## src/common/irq_dma_route_pkg.sv

```systemverilog
/*
  Package for the interrupt and DMA routing configuration slice: register
  indices, reset values, field positions and pin carriers.
  Assumes a single core clock and a synchronous active-high reset.
*/
package irq_dma_route_pkg;

  localparam int DATA_W = 8;
  localparam int IRQ_LINES = 7;
  localparam int DMA_CHANNELS = 3;

  localparam logic [7:0] IDX_SERIAL_IRQ = 8'h28;
  localparam logic [7:0] IDX_INPUT_PIN_IRQ = 8'h29;
  localparam logic [7:0] IDX_RESERVED_2A = 8'h2a;
  localparam logic [7:0] IDX_ENGINE_BASE = 8'h2b;
  localparam logic [7:0] IDX_ENGINE_DMA = 8'h2c;
  localparam logic [7:0] IDX_RESERVED_2D = 8'h2d;
  localparam logic [7:0] IDX_SCRATCH_A = 8'h2e;
  localparam logic [7:0] IDX_SCRATCH_B = 8'h2f;

  localparam logic [7:0] RESET_ZERO = 8'h00;
  localparam logic [7:0] RESET_RESERVED_2D = 8'h03;

  localparam logic [3:0] IRQ_CODE_NONE = 4'h0;
  localparam logic [3:0] IRQ_CODE_LAST_LOW = 4'h6;
  localparam logic [3:0] IRQ_CODE_LINE_H = 4'h8;
  localparam logic [3:0] IRQ_CODE_SHARE = 4'hf;
  localparam int IRQ_INDEX_H = 6;

  localparam logic [3:0] DMA_CODE_LAST = 4'h3;

  localparam logic [3:0] LOW_NIBBLE_MASK = 4'hf;
  localparam logic [7:0] LOW_NIBBLE_ONLY = 8'h0f;
  localparam logic [2:0] BASE_TOP_ZERO = 3'h0;

  // Lines A..F, H in bits 0..6
  typedef struct packed {
    logic [IRQ_LINES-1:0] out;
    logic [IRQ_LINES-1:0] oe;
  } irq_pins_t;

  typedef struct packed {
    logic [DMA_CHANNELS-1:0] out;
    logic [DMA_CHANNELS-1:0] oe;
  } dma_pins_t;

  typedef struct packed {
    logic [7:0] index;
    logic [7:0] wdata;
    logic write;
    logic read;
  } cfg_access_t;

endpackage

```

## src/design/engine_addr_match.sv

```systemverilog
/*
  Address match for the auxiliary engine: compares bits 10..3 of the I/O
  address against the base register while the device is selected.
  Assumes address and select are already synchronised to core_clk.
*/
module engine_addr_match (
  input wire logic [7:0] base,
  input wire logic [10:0] io_addr,
  input wire logic device_select_n,
  output logic hit
);

  logic decode_on;

  assign decode_on = base[7:5] != irq_dma_route_pkg::BASE_TOP_ZERO;
  // Low three address bits are don't-care
  assign hit = decode_on && !device_select_n && (io_addr[10:3] == base);

endmodule

```

## src/design/irq_dma_route_config.sv

```systemverilog
/*
  Configuration slice routing both serial port interrupts, the external
  interrupt input and the auxiliary engine DMA request onto shared pins,
  plus the engine base decode and two scratch registers.
  Assumes the ISA front end delivers one-cycle read and write strobes
  with the current configuration index and a config-state level, all on
  core_clk. Interrupt and DMA sources come from logic on the same clock,
  except the external interrupt input, which is a pin.
*/
// Summary of operation
// - Access only in configuration state with index matching the register.
// - Routing, reserved 0x2A, base, DMA and scratch registers reset to zero.
// - Serial register high nibble routes port one, low nibble port two.
// - Code 0 none, 1..6 lines A..F, 7 reserved, 8 line H.
// - Interrupt pins nobody selects float.
// - Port two code fifteen selects sharing mode.
// - Input-pin register low nibble routes external interrupt input.
// - Upper nibbles of input-pin and DMA registers read zero, ignore writes.
// - Engine base holds address bits 10..3, eight-byte aligned.
// - Base bits 10..8 all zero disable engine decode.
// - Engine access needs select low and match above bit two.
// - DMA code 0 none, 1..3 channels A..C.
// - Unused DMA request outputs float.
// - Reserved register 0x2D resets to three.
// - Scratch A at 0x2E, reset zero, no effect.
// - Scratch B at 0x2F, reset zero, no effect.
// - Index 0x2A is reserved and resets to zero.
module irq_dma_route_config (
  input wire logic core_clk,
  input wire logic reset,
  input wire logic config_state,
  input wire irq_dma_route_pkg::cfg_access_t cfg,
  output logic [7:0] cfg_rdata,
  output logic cfg_rdata_valid,
  input wire logic [1:0] port_irq,
  input wire logic [1:0] port_irq_output_enable,
  input wire logic external_irq_input,
  input wire logic engine_irq,
  input wire logic engine_dma_req,
  input wire logic [10:0] io_addr,
  input wire logic device_select_n,
  output logic engine_select,
  output logic [7:0] engine_base_address_out,
  output irq_dma_route_pkg::irq_pins_t irq_pins,
  output irq_dma_route_pkg::dma_pins_t dma_pins
);

  logic [7:0] serial_irq_select;
  logic [3:0] input_pin_irq_select;
  logic [7:0] reserved_index_2a;
  logic [7:0] engine_base_address;
  logic [3:0] engine_dma_select;
  logic [7:0] reserved_index_2d;
  logic [7:0] software_scratch_a;
  logic [7:0] software_scratch_b;
  logic ext_irq_meta;
  logic ext_irq_sync;
  logic wr_ok;
  logic rd_ok;
  logic share_mode;
  logic [1:0] port_drive;
  logic [1:0] port_level;
  logic [irq_dma_route_pkg::IRQ_LINES-1:0] port1_lines;
  logic [irq_dma_route_pkg::IRQ_LINES-1:0] port2_lines;
  logic [irq_dma_route_pkg::IRQ_LINES-1:0] ext_lines;
  logic [irq_dma_route_pkg::IRQ_LINES-1:0] next_irq_oe;
  logic [irq_dma_route_pkg::IRQ_LINES-1:0] next_irq_out;
  logic [irq_dma_route_pkg::DMA_CHANNELS-1:0] next_dma_oe;
  logic [irq_dma_route_pkg::DMA_CHANNELS-1:0] next_dma_out;
  logic [7:0] next_rdata;
  logic next_engine_select;

  // Config-state gating: strobes outside configuration state are dropped
  assign wr_ok = config_state && cfg.write;
  assign rd_ok = config_state && cfg.read;

  always_ff @(posedge core_clk) begin
    if (reset) begin
      serial_irq_select <= irq_dma_route_pkg::RESET_ZERO;
    end else if (wr_ok && cfg.index == irq_dma_route_pkg::IDX_SERIAL_IRQ) begin
      serial_irq_select <= cfg.wdata;
    end
  end

  always_ff @(posedge core_clk) begin
    if (reset) begin
      input_pin_irq_select <= irq_dma_route_pkg::RESET_ZERO[3:0];
    end else if (wr_ok && cfg.index == irq_dma_route_pkg::IDX_INPUT_PIN_IRQ) begin
      input_pin_irq_select <= cfg.wdata[3:0];
    end
  end

  // Reserved index: storage kept so software reads back what it wrote
  always_ff @(posedge core_clk) begin
    if (reset) begin
      reserved_index_2a <= irq_dma_route_pkg::RESET_ZERO;
    end else if (wr_ok && cfg.index == irq_dma_route_pkg::IDX_RESERVED_2A) begin
      reserved_index_2a <= cfg.wdata;
    end
  end

  always_ff @(posedge core_clk) begin
    if (reset) begin
      engine_base_address <= irq_dma_route_pkg::RESET_ZERO;
    end else if (wr_ok && cfg.index == irq_dma_route_pkg::IDX_ENGINE_BASE) begin
      engine_base_address <= cfg.wdata;
    end
  end

  always_ff @(posedge core_clk) begin
    if (reset) begin
      engine_dma_select <= irq_dma_route_pkg::RESET_ZERO[3:0];
    end else if (wr_ok && cfg.index == irq_dma_route_pkg::IDX_ENGINE_DMA) begin
      engine_dma_select <= cfg.wdata[3:0];
    end
  end

  always_ff @(posedge core_clk) begin
    if (reset) begin
      reserved_index_2d <= irq_dma_route_pkg::RESET_RESERVED_2D;
    end else if (wr_ok && cfg.index == irq_dma_route_pkg::IDX_RESERVED_2D) begin
      reserved_index_2d <= cfg.wdata;
    end
  end

  always_ff @(posedge core_clk) begin
    if (reset) begin
      software_scratch_a <= irq_dma_route_pkg::RESET_ZERO;
      software_scratch_b <= irq_dma_route_pkg::RESET_ZERO;
    end else if (wr_ok) begin
      if (cfg.index == irq_dma_route_pkg::IDX_SCRATCH_A) begin
        software_scratch_a <= cfg.wdata;
      end
      if (cfg.index == irq_dma_route_pkg::IDX_SCRATCH_B) begin
        software_scratch_b <= cfg.wdata;
      end
    end
  end

  always_comb begin
    next_rdata = irq_dma_route_pkg::RESET_ZERO;
    if (cfg.index == irq_dma_route_pkg::IDX_SERIAL_IRQ) begin
      next_rdata = serial_irq_select;
    end else if (cfg.index == irq_dma_route_pkg::IDX_INPUT_PIN_IRQ) begin
      next_rdata = {4'h0, input_pin_irq_select};
    end else if (cfg.index == irq_dma_route_pkg::IDX_RESERVED_2A) begin
      next_rdata = reserved_index_2a;
    end else if (cfg.index == irq_dma_route_pkg::IDX_ENGINE_BASE) begin
      next_rdata = engine_base_address;
    end else if (cfg.index == irq_dma_route_pkg::IDX_ENGINE_DMA) begin
      next_rdata = {4'h0, engine_dma_select};
    end else if (cfg.index == irq_dma_route_pkg::IDX_RESERVED_2D) begin
      next_rdata = reserved_index_2d;
    end else if (cfg.index == irq_dma_route_pkg::IDX_SCRATCH_A) begin
      next_rdata = software_scratch_a;
    end else if (cfg.index == irq_dma_route_pkg::IDX_SCRATCH_B) begin
      next_rdata = software_scratch_b;
    end
  end

  // Read data registered; unmapped indices and reads outside config state give zero
  always_ff @(posedge core_clk) begin
    if (reset) begin
      cfg_rdata <= irq_dma_route_pkg::RESET_ZERO;
      cfg_rdata_valid <= 1'b0;
    end else begin
      cfg_rdata <= rd_ok ? next_rdata : irq_dma_route_pkg::RESET_ZERO;
      cfg_rdata_valid <= rd_ok;
    end
  end

  // External interrupt pin is asynchronous
  always_ff @(posedge core_clk) begin
    if (reset) begin
      ext_irq_meta <= 1'b0;
      ext_irq_sync <= 1'b0;
    end else begin
      ext_irq_meta <= external_irq_input;
      ext_irq_sync <= ext_irq_meta;
    end
  end

  assign share_mode = serial_irq_select[3:0] == irq_dma_route_pkg::IRQ_CODE_SHARE;

  // Per-port pin drive: enable gates driving, interrupt gives the level
  always_comb begin
    if (share_mode) begin
      port_drive[0] = |port_irq_output_enable;
      port_level[0] = |(port_irq & port_irq_output_enable);
      port_drive[1] = 1'b0;
      port_level[1] = 1'b0;
    end else begin
      port_drive = port_irq_output_enable;
      port_level = port_irq & port_irq_output_enable;
    end
  end

  irq_line_decoder u_port1_dec (
    .code(serial_irq_select[7:4]),
    .lines(port1_lines)
  );

  irq_line_decoder u_port2_dec (
    .code(share_mode ? irq_dma_route_pkg::IRQ_CODE_NONE : serial_irq_select[3:0]),
    .lines(port2_lines)
  );

  irq_line_decoder u_ext_dec (
    .code(input_pin_irq_select),
    .lines(ext_lines)
  );

  // Software must not route two sources to one line; if it does, OR wins
  always_comb begin
    next_irq_oe = '0;
    next_irq_out = '0;
    for (int i = 0; i < irq_dma_route_pkg::IRQ_LINES; i++) begin
      if (port1_lines[i] && port_drive[0]) begin
        next_irq_oe[i] = 1'b1;
        next_irq_out[i] = next_irq_out[i] | port_level[0];
      end
      if (port2_lines[i] && port_drive[1]) begin
        next_irq_oe[i] = 1'b1;
        next_irq_out[i] = next_irq_out[i] | port_level[1];
      end
      if (ext_lines[i]) begin
        next_irq_oe[i] = 1'b1;
        next_irq_out[i] = next_irq_out[i] | ext_irq_sync;
      end
    end
  end

  // Unselected lines stay with enable low
  always_ff @(posedge core_clk) begin
    if (reset) begin
      irq_pins <= '0;
    end else begin
      irq_pins.oe <= next_irq_oe;
      irq_pins.out <= next_irq_out;
    end
  end

  always_comb begin
    next_dma_oe = '0;
    next_dma_out = '0;
    if (engine_dma_select != irq_dma_route_pkg::IRQ_CODE_NONE &&
        engine_dma_select <= irq_dma_route_pkg::DMA_CODE_LAST) begin
      next_dma_oe[2'(engine_dma_select - 4'h1)] = 1'b1;
      next_dma_out[2'(engine_dma_select - 4'h1)] = engine_dma_req;
    end
  end

  always_ff @(posedge core_clk) begin
    if (reset) begin
      dma_pins <= '0;
    end else begin
      dma_pins.oe <= next_dma_oe;
      dma_pins.out <= next_dma_out;
    end
  end

  engine_addr_match u_engine_match (
    .base(engine_base_address),
    .io_addr(io_addr),
    .device_select_n(device_select_n),
    .hit(next_engine_select)
  );

  always_ff @(posedge core_clk) begin
    if (reset) begin
      engine_select <= 1'b0;
    end else begin
      engine_select <= next_engine_select;
    end
  end

  assign engine_base_address_out = engine_base_address;

  // Engine interrupt is routed elsewhere; kept as an input for the slice port list
  logic unused_engine_irq;
  assign unused_engine_irq = engine_irq;

  property p_write_gated;
    @(posedge core_clk) disable iff (reset)
      (!config_state && cfg.write) |=> $stable(software_scratch_a) && $stable(serial_irq_select);
  endproperty
  a_write_gated: assert property (p_write_gated) else $error("write taken outside config state");

  property p_reset_values;
    @(posedge core_clk) reset |=> reserved_index_2d == 8'h03 && serial_irq_select == 8'h00;
  endproperty
  a_reset_values: assert property (p_reset_values) else $error("bad reset value");

  property p_upper_zero;
    @(posedge core_clk) disable iff (reset)
      (rd_ok && cfg.index == irq_dma_route_pkg::IDX_ENGINE_DMA) |=> cfg_rdata[7:4] == 4'h0;
  endproperty
  a_upper_zero: assert property (p_upper_zero) else $error("reserved nibble not zero");

  property p_share_port2_float;
    @(posedge core_clk) disable iff (reset)
      share_mode && input_pin_irq_select == 4'h0 && serial_irq_select[7:4] == 4'h0
      |=> irq_pins.oe == '0;
  endproperty
  a_share_port2_float: assert property (p_share_port2_float) else $error("pin driven unrouted");

  property p_share_or;
    @(posedge core_clk) disable iff (reset)
      share_mode && serial_irq_select[7:4] == 4'h1 && input_pin_irq_select == 4'h0 &&
      port_irq_output_enable[1] && port_irq[1] |=> irq_pins.oe[0] && irq_pins.out[0];
  endproperty
  a_share_or: assert property (p_share_or) else $error("shared line not driven");

  property p_dma_none;
    @(posedge core_clk) disable iff (reset)
      engine_dma_select == 4'h0 ##1 engine_dma_select == 4'h0 |-> dma_pins.oe == '0;
  endproperty
  a_dma_none: assert property (p_dma_none) else $error("DMA driven with no channel");

  property p_dma_chan_b;
    @(posedge core_clk) disable iff (reset)
      engine_dma_select == 4'h2 |=> dma_pins.oe == 3'b010 && dma_pins.out[1] == $past(engine_dma_req);
  endproperty
  a_dma_chan_b: assert property (p_dma_chan_b) else $error("DMA channel B wrong");

  property p_engine_off;
    @(posedge core_clk) disable iff (reset)
      engine_base_address[7:5] == 3'h0 |=> !engine_select;
  endproperty
  a_engine_off: assert property (p_engine_off) else $error("engine decode while disabled");

  property p_line_h;
    @(posedge core_clk) disable iff (reset)
      serial_irq_select[7:4] == 4'h8 && !share_mode && port_irq_output_enable[0]
      |=> irq_pins.oe[6];
  endproperty
  a_line_h: assert property (p_line_h) else $error("line H not driven");

  c_share: cover property (@(posedge core_clk) share_mode && irq_pins.out[0]);
  c_engine_hit: cover property (@(posedge core_clk) engine_select);
  c_dma_c: cover property (@(posedge core_clk) dma_pins.oe[2]);
  c_scratch_read: cover property (@(posedge core_clk) cfg_rdata_valid && cfg_rdata != 8'h00);

endmodule

```

## src/design/irq_line_decoder.sv

```systemverilog
/*
  Decodes a four-bit interrupt routing code into a one-hot line vector.
  Assumes the caller masks out the sharing code where it applies.
*/
module irq_line_decoder (
  input wire logic [3:0] code,
  output logic [irq_dma_route_pkg::IRQ_LINES-1:0] lines
);

  always_comb begin
    lines = '0;
    if (code == irq_dma_route_pkg::IRQ_CODE_LINE_H) begin
      lines[irq_dma_route_pkg::IRQ_INDEX_H] = 1'b1;
    end else if (code != irq_dma_route_pkg::IRQ_CODE_NONE &&
                 code <= irq_dma_route_pkg::IRQ_CODE_LAST_LOW) begin
      lines[3'(code - 4'h1)] = 1'b1;
    end
  end

endmodule

```

## config.mk

```make
export PLATFORM = sky130hd
export DESIGN_NAME = irq_dma_route_config
export DESIGN_NICKNAME = d
export VERILOG_FILES = /design/src/common/irq_dma_route_pkg.sv /design/src/design/engine_addr_match.sv /design/src/design/irq_dma_route_config.sv /design/src/design/irq_line_decoder.sv
export SDC_FILE = /design/constraint.sdc
export NUM_CORES = 1
export LEC_CHECK = 0
export BUFFER_PORTS_ARGS = -buffer_cell sky130_fd_sc_hd__buf_2
export CORE_MARGIN = 2
export CORE_UTILIZATION = 55
export DETAILED_ROUTE_END_ITERATION = 12
export HOLD_SLACK_MARGIN = 0.15
export PLACE_DENSITY = 0.9
export SYNTH_ARGS = -nofsm -noshare
export SYNTH_HDL_FRONTEND = slang
export SYNTH_SLANG_ARGS = --single-unit
```

## constraint.sdc

```tcl
create_clock -name core_clk -period 2.1 [get_ports core_clk]
set_input_delay 0.315 -clock core_clk [delete_from_list [all_inputs] [get_ports core_clk]]
set_output_delay 0.315 -clock core_clk [all_outputs]
set_load 0.005 [all_outputs]
```

; Yosys cells after proc, flatten, opt, wreduce, memory -nomap -nowiden
; Index checks and enable logic that the tools add are counted.
[op_classes]
add_sub_neg = 4
order_cmp = 12
eq_ne = 13
n_mux = 70
bitwise = 18
reduce_logical = 44
[op_table]
columns = op, count
row1 = 8-bit by 6-bit == test with 1-bit output (second input constant), 8
row2 = 8-bit two-way mux, 8
row3 = 1-bit two-way mux, 49
row4 = 1-bit logical AND, 32
row5 = 7-bit two-way mux, 3
row6 = 6-bit two-way mux, 3
row7 = 4-bit == test (second input constant), 4
row8 = 4-bit nonzero test, 4
row9 = 1-bit OR, 14
row10 = 4-bit by 3-bit <= comparator with 1-bit output (second input constant), 3
row11 = 3-bit by 4-bit < comparator with 1-bit output (second input constant), 3
row12 = 1-bit demux with 3-bit select, 3
row13 = 3-bit by 1-bit greater-or-equal comparator with 1-bit output (second input constant), 3
row14 = 3-bit by 1-bit subtractor with 3-bit output (second input constant), 3
row15 = 8-bit == test, 1
row16 = 2-bit OR reduction, 4
row17 = 4-bit by 2-bit <= comparator with 1-bit output (second input constant), 1
row18 = 2-bit two-way mux, 2
row19 = 4-bit two-way mux, 1
row20 = 2-bit AND reduction, 2
row21 = 3-bit bitwise AND, 1
row22 = 2-bit by 3-bit < comparator with 1-bit output (second input constant), 1
row23 = 3-bit nonzero test, 1
row24 = 2-bit bitwise AND, 1
row25 = 5 further kinds, 6
[word_totals]
regBits = 88
in_bits = 40

; Logic depth before layout (Yosys ltp)
; Gate-level depths: netlist of the first run.
[depth]
depth_word = 13
ltp_mapped = 7
mapped_depth_nobuf = 6

; Hierarchy
; A second synthesis of the first run with hierarchy kept.
[hier_totals]
hier_cells = 458
hier_area_um2 = 4349.2
[modules_own_cells]
columns = mod, instances, cells_each, area_each_um2
row1 = irq_dma_route_config, 1, 370, 3743.6
row2 = irq_line_decoder at u_port2_dec, 1, 27, 180.2
row3 = irq_line_decoder at u_port1_dec, 1, 27, 170.2
row4 = irq_line_decoder at u_ext_dec, 1, 21, 155.1
row5 = engine_addr_match, 1, 13, 100.1

; Worst setup path after synthesis of the first run
; No wires, ideal clock.
[synth_timing]
path_type = flip-flop to flip-flop
startpoint = register input_pin_irq_select[0]
endpoint = register irq_pins[13] (netlist bit)
setup_time_ps = 59
arrival_ps = 1834
slack_ps = 206
stages_incl_launch_ff = 8
n_path_buf = 1
period_less_slack_ps = 1894
path_cell_list = dfxtp_1 -> inv_1 -> ha_1 -> clkbuf_1 -> nor3b_1 -> or3b_2 -> a21oi_1 -> a221o_1
[synth_via]
elab_chain_len = 8
elab_cells_between_ends = 13
classes_between = 1 x add/sub / 3 x order compare / 1 x eq/ne / 5 x mux / 3 x reduce/logical
[synth_lines]
columns = element, line
row1 = "start, declared", irq_dma_route_config.sv:49  ; logic [3:0] input_pin_irq_select;
row2 = "start signal, assigned", irq_dma_route_config.sv:87  ; input_pin_irq_select <= irq_dma_route_pkg::RESET_ZERO[3:0];
row3 = "start signal, assigned", irq_dma_route_config.sv:89  ; input_pin_irq_select <= cfg.wdata[3:0];
row4 = 3-bit by 1-bit subtractor with 3-bit output, irq_line_decoder.sv:16  ; lines[3'(code - 4'h1)] = 1'b1;
row5 = 3-bit by 4-bit < comparator with 1-bit output (implied by the code) or 3-bit by 1-bit greater-or-equal comparator with 1-bit output (tied branches), irq_line_decoder.sv:16
row6 = 1-bit logical AND (implied by the code), irq_line_decoder.sv:16
row7 = 1-bit two-way mux (implied by the code), irq_line_decoder.sv:16
row8 = 1-bit demux with 3-bit select, n/a
row9 = 7-bit two-way mux, irq_line_decoder.sv:14  ; end else if (code != irq_dma_route_pkg::IRQ_CODE_NONE &&
row10 = 1-bit two-way mux (*), irq_line_decoder.sv:12  ; if (code == irq_dma_route_pkg::IRQ_CODE_LINE_H) begin
row11 = 1-bit two-way mux (*), irq_dma_route_config.sv:226  ; if (ext_lines[i]) begin
row12 = "end, declared", irq_dma_route_config.sv:44  ; output irq_dma_route_pkg::irq_pins_t irq_pins,
; Mark *: on every way between the ends. The rest lies on a longest branch, timed or not.
; A chain may end at the register's enable or synchronous reset.

; Final worst setup path of the first run
[layout_timing]
startpoint = register serial_irq_select[4]
endpoint = register irq_pins[13] (netlist bit)
[layout_via]
elab_chain_len = 13
elab_cells_between_ends = 18
classes_between = 1 x add/sub / 3 x order compare / 1 x eq/ne / 7 x mux / 2 x bitwise / 4 x reduce/logical
[layout_lines]
columns = element, line
row1 = "start, declared", irq_dma_route_config.sv:48  ; logic [7:0] serial_irq_select;
row2 = "start signal, assigned", irq_dma_route_config.sv:79  ; serial_irq_select <= irq_dma_route_pkg::RESET_ZERO;
row3 = "start signal, assigned", irq_dma_route_config.sv:81  ; serial_irq_select <= cfg.wdata;
row4 = 3-bit by 1-bit subtractor with 3-bit output, irq_line_decoder.sv:16
row5 = 3-bit by 4-bit < comparator with 1-bit output (implied by the code) or 3-bit by 1-bit greater-or-equal comparator with 1-bit output (tied branches), irq_line_decoder.sv:16
row6 = 1-bit logical AND (implied by the code), irq_line_decoder.sv:16
row7 = 1-bit two-way mux (implied by the code), irq_line_decoder.sv:16
row8 = 1-bit demux with 3-bit select, n/a
row9 = 7-bit two-way mux, irq_line_decoder.sv:14
row10 = 1-bit two-way mux (*), irq_line_decoder.sv:12
row11 = 1-bit logical AND (*), irq_dma_route_config.sv:218  ; if (port1_lines[i] && port_drive[0]) begin
row12 = 1-bit two-way mux (*), irq_dma_route_config.sv:218
row13 = 1-bit OR, irq_dma_route_config.sv:224  ; next_irq_out[i] = next_irq_out[i] | port_level[1];
row14 = 1-bit two-way mux (*), irq_dma_route_config.sv:222  ; if (port2_lines[i] && port_drive[1]) begin
row15 = 1-bit OR, irq_dma_route_config.sv:228  ; next_irq_out[i] = next_irq_out[i] | ext_irq_sync;
row16 = 1-bit two-way mux (*), irq_dma_route_config.sv:226
; Marks and branches as above.

==> summary.log, run 1 <==
[run_status] run status completed
[timing] post-route clock skew 0.0105 ns
[synthesis] area share of the largest cell type after synthesis 42.5%
[floorplanning] core area 7290 um2
[detailed_routing] via/cell ratio 5.99
[detailed_routing] number of design-rule violations left by the first detailed-router iteration 330
[clocking] clk sink count 88
[clocking] CTS tree built
[critical_path] required arrival time at the worst endpoint 2.41 ns
[clocking] hold-fix buffers at CTS 0
[hold_path] path class of the lowest-slack min-delay path primary input to register
[placement] post-detailed-placement half-perimeter wirelength 7540 um
[floorplanning] count of boundary I/O pins 78
[detailed_routing] total vias in the final route 3603
[placement] number of port buffers 73
[clocking] total clock buffers created by CTS 9
[clocking] Clock Pin Slew Worst Setup and Hold Paths 0.09 ns
[clocking] Post CTS Setup Buffer Count 0
[timing] Hold Vio Cnt, Final 0
[synthesis] flip-flop and latch count after synthesis 88
[clocking] maximum level of the CTS H-tree 3
[layout] Post-Route Utilization 65.8%
[timing] setup total negative slack 0 ns
[floorplanning] effective utilization at floorplan 56.8%
[grt] antenna violations before repair 0
[grt] number of global-route vias before repair 3563
[critical_path] Setup Crit Path Kind register to register
[synthesis] number of nets produced by synthesis 477
[detailed_routing] DRC violation count after routing 0
[detailed_routing] antenna-violating nets left 0
[synthesis] Post-Synthesis Cell Area 4150 um2
[flow_run] Max Cap Viol 0
[synthesis] number of instances in the synthesized netlist 431
[synthesis] Syn Area/Cell 9.62 um2
[detailed_routing] post-detailed-routing wire length 10500 um
[timing] worst hold slack 0.170 ns
[timing] Worst-Margin Slew 0.663 ns
[layout] share of final-layout standard cells stronger than drive strength 1 25.0%
[clocking] cell chosen for the clock root sky130_fd_sc_hd__clkbuf_8
[synthesis] fraction of registers with async set/reset 0%
[floorplanning] die area 8250 um2
[timing] maximum clock rate 0.528 GHz
[power] maximum vdd drop 293 uV
[synthesis] largest cells by area after synthesis sky130_fd_sc_hd__dfxtp_1 (42%), sky130_fd_sc_hd__mux2i_1 (15%), sky130_fd_sc_hd__nor2_1 (7.0%), sky130_fd_sc_hd__mux4_2 (2.7%), sky130_fd_sc_hd__clkbuf_1 (2.1%)
[critical_path] biggest fanout along the worst timing path 5
[synthesis] sequential area share after synthesis 42.5%
[detailed_routing] routed len/inst 17.5 um
[grt] Total Routing Usage GR 26.2%
[placement] final weighted congestion in routability-driven placement 0.938
[layout] # diodes 0
[clocking] maximum buffer depth of the clock tree 2
[critical_path] arrival time at the worst endpoint 2.20 ns
[synthesis] cell taking the most area after synthesis sky130_fd_sc_hd__dfxtp_1
[timing] pins over their slew limit 0
[critical_path] Worst setup EP type register
[timing] final setup violation count 0
[grt] pin count of the biggest net entering global routing 33
[clocking] Resized Gates After CTS 0
[timing] worst-case setup margin in the final layout 0.208 ns
[synthesis] Ys Warns 0
[critical_path] startpoint class of the critical path register
[power] Pleak 2.39 nW
[placement] Setup WS pre-CTS 0.159 ns
[synthesis] number of enable-type register cells in the synthesized netlist 0
[timing] unrepaired setup endpoints after global routing no
[detailed_routing] drt pass-1 iters 7
[synthesis] top flip-flop cell by instance count after synthesis sky130_fd_sc_hd__dfxtp_1
[grt] aggregate global routing overflow 0
[floorplanning] overall die height 90.8 um
[floorplanning] die extent in x 90.8 um
[synthesis] count of unique library cells instantiated by Yosys 52
[timing] period utilization 90.1%
[layout] nets 544
[grt] wire length of the first global-routing pass 17200 um
[timing] worst slew slack as a fraction of its limit 55.2%
[floorplanning] standard-cell row count 31
[power] power per standard cell area 608 nW/um2
[clocking] worst skew pair latency 0.36 ns
[timing] post-route minimum period 1.89 ns
[layout] layout-stage area growth over the synthesis result 15.7%
==> cell type report <==
type | instances | area [um2]
clock buffer | 12 | 145
tap | 99 | 124
inverter | 7 | 26.3
fill | 603 | 2500
clock inverter | 4 | 28.8
multi-input combinational | 305 | 2240
sequential | 88 | 1760
timing repair buffer | 87 | 470
==> through the flow <==
step | area, um2 | std cells | power (mW)
2_1_floorplan | 4150 | 431 | 1.81
3_3_place_gp | 4610 | 586 | 1.87
3_5_place_dp | 4610 | 586 | 1.88
4_1_cts | 4790 | 602 | 2.92
5_1_grt | 4790 | 602 | 3.00
6_report | 4790 | 602 | 2.92
==> worst paths after layout <==
check,start,end,slack (ns),cells after the start
worst max register to register,serial_irq_select[4],irq_pins[13],0.21,6
worst min register to register,ext_irq_meta,ext_irq_sync,0.45,1
worst max-delay path,serial_irq_select[4],irq_pins[13],0.21,6
worst min-delay path,external_irq_input,ext_irq_meta,0.17,2
==> power by group <==
group / total [mW] / internal [mW] / switching (mW)
combinational: 0.174 / 0.0620 / 0.112
sequential: 1.67 / 1.67 / 0.00200
clock: 1.07 / 0.466 / 0.605
total: 2.92 / 2.20 / 0.719
==> cells in the mapped netlist (3+ instances only) <==
cell type,instances
sky130_fd_sc_hd__a32oi_1,5
sky130_fd_sc_hd__mux4_2,5
sky130_fd_sc_hd__clkbuf_1,23
sky130_fd_sc_hd__nand4_2,6
sky130_fd_sc_hd__nand4b_1,5
sky130_fd_sc_hd__a22oi_1,6
sky130_fd_sc_hd__mux2_2,6
sky130_fd_sc_hd__and3_1,4
sky130_fd_sc_hd__nand3_1,17
sky130_fd_sc_hd__nor3_1,9
sky130_fd_sc_hd__dfxtp_1,88
sky130_fd_sc_hd__ha_1,6
sky130_fd_sc_hd__o21ai_1,4
sky130_fd_sc_hd__and2_1,5
sky130_fd_sc_hd__nor2b_1,9
sky130_fd_sc_hd__buf_2,6
sky130_fd_sc_hd__nor2_1,77
sky130_fd_sc_hd__nand2_1,7
sky130_fd_sc_hd__nand4_1,5
sky130_fd_sc_hd__mux2i_1,62
sky130_fd_sc_hd__a211oi_1,8
sky130_fd_sc_hd__inv_1,7
sky130_fd_sc_hd__a31oi_1,5
sky130_fd_sc_hd__nor4b_1,4
sky130_fd_sc_hd__nand2b_1,3
sky130_fd_sc_hd__a21oi_1,8
sky130_fd_sc_hd__xnor2_1,7
sky130_fd_sc_hd__and3b_1,3
sky130_fd_sc_hd__nand3b_1,4
==> kinds of logic after synthesis <==
| kind of cell | Yosys count | synth area share [%] |
|---|---|---|
| xor gates and xnor gates | 8 | 1.69 |
| adders and majority gates | 6 | 1.81 |
| muxes | 74 | 20.0 |
| DFF | 88 | 42.5 |
| and+or+nand+nor | 169 | 21.9 |
| AOI/OAI and AO/OA | 48 | 8.39 |
| buffers and inverters | 38 | 3.80 |
==> critical path, stage by stage, from the launching register on <==
cell and delay, ns:
sky130_fd_sc_hd__dfxtp_1 0.41, sky130_fd_sc_hd__inv_1 0.08, sky130_fd_sc_hd__ha_1 0.23, sky130_fd_sc_hd__nand2b_1 0.17, sky130_fd_sc_hd__or4b_1 0.49, sky130_fd_sc_hd__a211oi_2 0.26, sky130_fd_sc_hd__a221o_1 0.18
==> metal layers <==
metal / GRT usage [%] / vias to the layer above / share of wire, %
li1: - / 1682 / -
met1: 33.4 / 1725 / 42
met2: 42.7 / 172 / 49
met3: 4.92 / 24 / 7.1
met4: 12.6 / 0 / 2.3
met5: 0 / - / 0
==> registers in the layout (all words and copies together) (netlist names) <==
name / count
irq_pins: 14
cfg_rdata: 8
engine_base_address_out: 8
reserved_index_2a: 8
reserved_index_2d: 8
serial_irq_select: 8
software_scratch_a: 8
software_scratch_b: 8
dma_pins: 6
engine_dma_select: 4
input_pin_irq_select: 4
cfg_rdata_valid: 1
engine_select: 1
ext_irq_meta: 1
ext_irq_sync: 1
==> placed cells by master, fill, tap and decap left out, types with 2 or more instances in the layout <==
cell type | synthesis | routed
sky130_fd_sc_hd__buf_4 | 0 | 14
sky130_fd_sc_hd__ha_1 | 6 | 6
sky130_fd_sc_hd__nand4b_1 | 5 | 5
sky130_fd_sc_hd__inv_1 | 7 | 7
sky130_fd_sc_hd__clkinvlp_4 | 0 | 2
sky130_fd_sc_hd__clkbuf_8 | 0 | 10
sky130_fd_sc_hd__or4_1 | 2 | 2
sky130_fd_sc_hd__nand3_1 | 17 | 17
sky130_fd_sc_hd__a31oi_1 | 5 | 5
sky130_fd_sc_hd__or2_2 | 2 | 2
sky130_fd_sc_hd__dfxtp_1 | 88 | 87
sky130_fd_sc_hd__nand4_1 | 5 | 5
sky130_fd_sc_hd__and3b_1 | 3 | 3
sky130_fd_sc_hd__and3_1 | 4 | 4
sky130_fd_sc_hd__mux4_2 | 5 | 5
sky130_fd_sc_hd__nand2b_1 | 3 | 3
sky130_fd_sc_hd__nand3b_1 | 4 | 4
sky130_fd_sc_hd__nor4b_1 | 4 | 3
sky130_fd_sc_hd__a211oi_1 | 8 | 8
sky130_fd_sc_hd__mux2_2 | 6 | 6
sky130_fd_sc_hd__o21ai_1 | 4 | 4
sky130_fd_sc_hd__a22oi_1 | 6 | 6
sky130_fd_sc_hd__nand2_1 | 7 | 7
sky130_fd_sc_hd__a32oi_1 | 5 | 5
sky130_fd_sc_hd__buf_2 | 6 | 73
sky130_fd_sc_hd__mux2i_1 | 62 | 62
sky130_fd_sc_hd__and2_1 | 5 | 5
sky130_fd_sc_hd__clkbuf_1 | 23 | 2
sky130_fd_sc_hd__a41oi_1 | 2 | 2
sky130_fd_sc_hd__a21oi_1 | 8 | 8
sky130_fd_sc_hd__or4b_1 | 2 | 2
sky130_fd_sc_hd__nor2b_1 | 9 | 9
sky130_fd_sc_hd__nor3_1 | 9 | 9
sky130_fd_sc_hd__xnor2_1 | 7 | 7
sky130_fd_sc_hd__nor2_1 | 77 | 77
sky130_fd_sc_hd__nand4_2 | 6 | 6
(Power assumes the default switching activity.)
==> run 2, diff against run 1 <==
--- a/config.mk
+++ b/config.mk
@@ -11,6 +11,7 @@
 export DETAILED_ROUTE_END_ITERATION = 12
 export HOLD_SLACK_MARGIN = 0.15
 export PLACE_DENSITY = 0.9
+export REMOVE_ABC_BUFFERS = 1
 export SYNTH_ARGS = -nofsm -noshare
 export SYNTH_HDL_FRONTEND = slang
 export SYNTH_SLANG_ARGS = --single-unit
==> run 2 against run 1 <==
Design area rose by 0.89%. Largest power group unchanged. Hold slack improved by 0.0078 ns. Sequential share of layout area fell by 0.35 points. Combinational power barely moved. Via count rose by 1.5%. Worst setup slack got worse by 0.039 ns.
==> summary.log, run 2 (synthesized netlist as in run 1, its figures left out) <==
[hold_path] path class of the lowest-slack min-delay path primary input to register
[placement] post-detailed-placement half-perimeter wirelength 7300 um
[layout] most frequent cells in the layout sky130_fd_sc_hd__dfxtp_1 (88), sky130_fd_sc_hd__nor2_1 (77), sky130_fd_sc_hd__buf_2 (73)
[layout] flip-flop count of the largest register, all copies and words added 14
[timing] unrepaired setup endpoints after global routing no
[timing] setup total negative slack 0 ns
[timing] maximum clock rate 0.518 GHz
[critical_path] reg-to-reg setup timing slack 0.17 ns
[floorplanning] standard-cell row count 31
[placement] final weighted congestion in routability-driven placement 0.941
[placement] total cell area at the placement stage 4620 um2
[timing] worst slew slack as a fraction of its limit 50.6%
[detailed_routing] drt pass-1 iters 5
[detailed_routing] via/cell ratio 6.08
[critical_path] startpoint class of the critical path register
[timing] pins over their slew limit 0
[flow_run] Max Cap Viol 0
[layout] # diodes 0
[detailed_routing] DRC violation count after routing 0
[grt] antenna violations before repair 0
[layout] layout-stage area growth over the synthesis result 16.7%
[timing] Worst-Margin Slew 0.741 ns
[detailed_routing] routed len/inst 17.1 um
[hold_path] endpoint of the worst hold path ext_irq_meta
[run_status] run status completed
[detailed_routing] antenna-violating nets left 0
[floorplanning] overall die height 90.8 um
[clocking] hold-fix buffers at CTS 0
[critical_path] RR Endpoint irq_pins[12]
[timing] post-route clock skew 0.0136 ns
[floorplanning] die area 8250 um2
[grt] Total Routing Usage GR 25.7%
[floorplanning] core area 7290 um2
[timing] Hold Vio Cnt, Final 0
[layout] nets 545
[power] Pleak 2.42 nW
[grt] aggregate global routing overflow 0
[timing] period utilization 92.0%
[floorplanning] count of boundary I/O pins 78
[power] power per standard cell area 646 nW/um2
[timing] final setup violation count 0
[critical_path] Setup Crit Path Kind register to register
[hold_path] critical hold path startpoint external_irq_input
[layout] final design area excluding fillers 4840 um2
[placement] number of port buffers 73
[floorplanning] die extent in x 90.8 um
[layout] most common cell after layout, fill and taps aside sky130_fd_sc_hd__dfxtp_1
[grt] wire length of the first global-routing pass 17100 um
[timing] worst hold slack 0.178 ns
[layout] register containing the most flip-flops in the final layout irq_pins
[critical_path] required arrival time at the worst endpoint 2.38 ns
[critical_path] critical-path cell list ha_1 > and3b_1 > or4_1 > or4_1 > o21ai_1
[layout] final std cells w/o fill 601
[critical_path] biggest fanout along the worst timing path 6
[grt] number of global-route vias before repair 3584
[clocking] maximum level of the CTS H-tree 3
[layout] share of final-layout standard cells stronger than drive strength 1 24.9%
[critical_path] library cell appearing most often on the critical path sky130_fd_sc_hd__or4_1
[clocking] worst skew pair latency 0.36 ns
[clocking] maximum buffer depth of the clock tree 2
[critical_path] worst reg2reg path startpoint serial_irq_select[1]
[clocking] Clock Pin Slew Worst Setup and Hold Paths 0.08 ns
[clocking] clk sink count 88
[clocking] Resized Gates After CTS 0
[timing] post-route minimum period 1.93 ns
[floorplanning] effective utilization at floorplan 56.8%
[critical_path] Worst path max stage delay 0.45 ns
[critical_path] depth of the worst register-to-register path 5
[detailed_routing] total vias in the final route 3657
[critical_path] standard cell with the maximum stage delay on the critical path sky130_fd_sc_hd__dfxtp_1
[detailed_routing] post-detailed-routing wire length 10300 um
[clocking] CTS tree built
[clocking] total clock buffers created by CTS 9
[power] maximum vdd drop 475 uV
[critical_path] arrival time at the worst endpoint 2.21 ns
[clocking] cell chosen for the clock root sky130_fd_sc_hd__clkbuf_8
[grt] pin count of the biggest net entering global routing 40
[clocking] Post CTS Setup Buffer Count 0
[critical_path] Worst setup EP type register
[placement] Post-Place Cells 587
[detailed_routing] number of design-rule violations left by the first detailed-router iteration 315
[hold_path] number of cells on the worst hold path 2
## run 2: changes by cell type in the layout (fill, tap and decap cells not counted), sizes merged
cell      previous run  this run
inv                  8         9
clkinv               1         0
buf                 87        88
bufinv               0         2
clkbuf              12        10
clkinvlp             2         0
## run 2: metrics by stage
step | utilization, % | power, mW | setup WS (ns)
2_1_floorplan | - | 1.76 | -0.397
3_3_place_gp | 63.4 | 1.88 | 0.215
3_5_place_dp | 63.4 | 1.88 | 0.192
4_1_cts | 66.3 | 3.13 | 0.159
5_1_grt | 66.3 | 3.24 | 0.0428
6_report | 66.3 | 3.12 | 0.168
## run 2: worst max-delay path, delay by kind of cell, from the launching register on
kind,cells,cell delay (ns)
AO/OA/AOI/OAI,1,0.15
adder cells (fa/ha/maj),1,0.20
flip-flops,1,0.45
AND/OR/NAND/NOR,3,1.06
## run 2: report_power, final
group          leakage (nW)  total, mW  switching, mW  internal (mW)
clock                 0.109       1.27          0.577          0.698
sequential            0.709       1.67        0.00208           1.67
combinational          1.60      0.177          0.112         0.0656
## run 2: final cells by class
| class | instances | area, um2 |
|---|---|---|
| fill | 591 | 2450 |
| multi-input combinational | 305 | 2230 |
| sequential | 88 | 1760 |
| timing repair buffer | 88 | 478 |
| clock buffer | 10 | 138 |
| tap | 99 | 124 |
| clock inverter | 4 | 77.6 |
| inverter | 7 | 26.3 |
## run 2: routing by layer
metal  vias to the layer above  track usage (%)  wire length (um)
met1                      1723             30.6              4090
met3                        43             4.84               776
li1                       1693                -                 -
met4                         0             11.1               331
met2                       198             44.9              5060
met5                         -                0                 0
## run 2: worst max path at each step
| stage | start | end | slack (ns) | cells after the start |
|---|---|---|---|---|
| detailed placement | serial_irq_select[1] | irq_pins[12] | 0.19 | 5 |
| CTS | input_pin_irq_select[1] | irq_pins[13] | 0.16 | 6 |
| global route | input_pin_irq_select[1] | irq_pins[13] | 0.04 | 6 |
| finish | serial_irq_select[1] | irq_pins[12] | 0.17 | 5 |
| global placement | input_pin_irq_select[1] | irq_pins[13] | 0.22 | 6 |
| floorplan | cfg[17] | reserved_index_2d[0] | -0.40 | 4 |
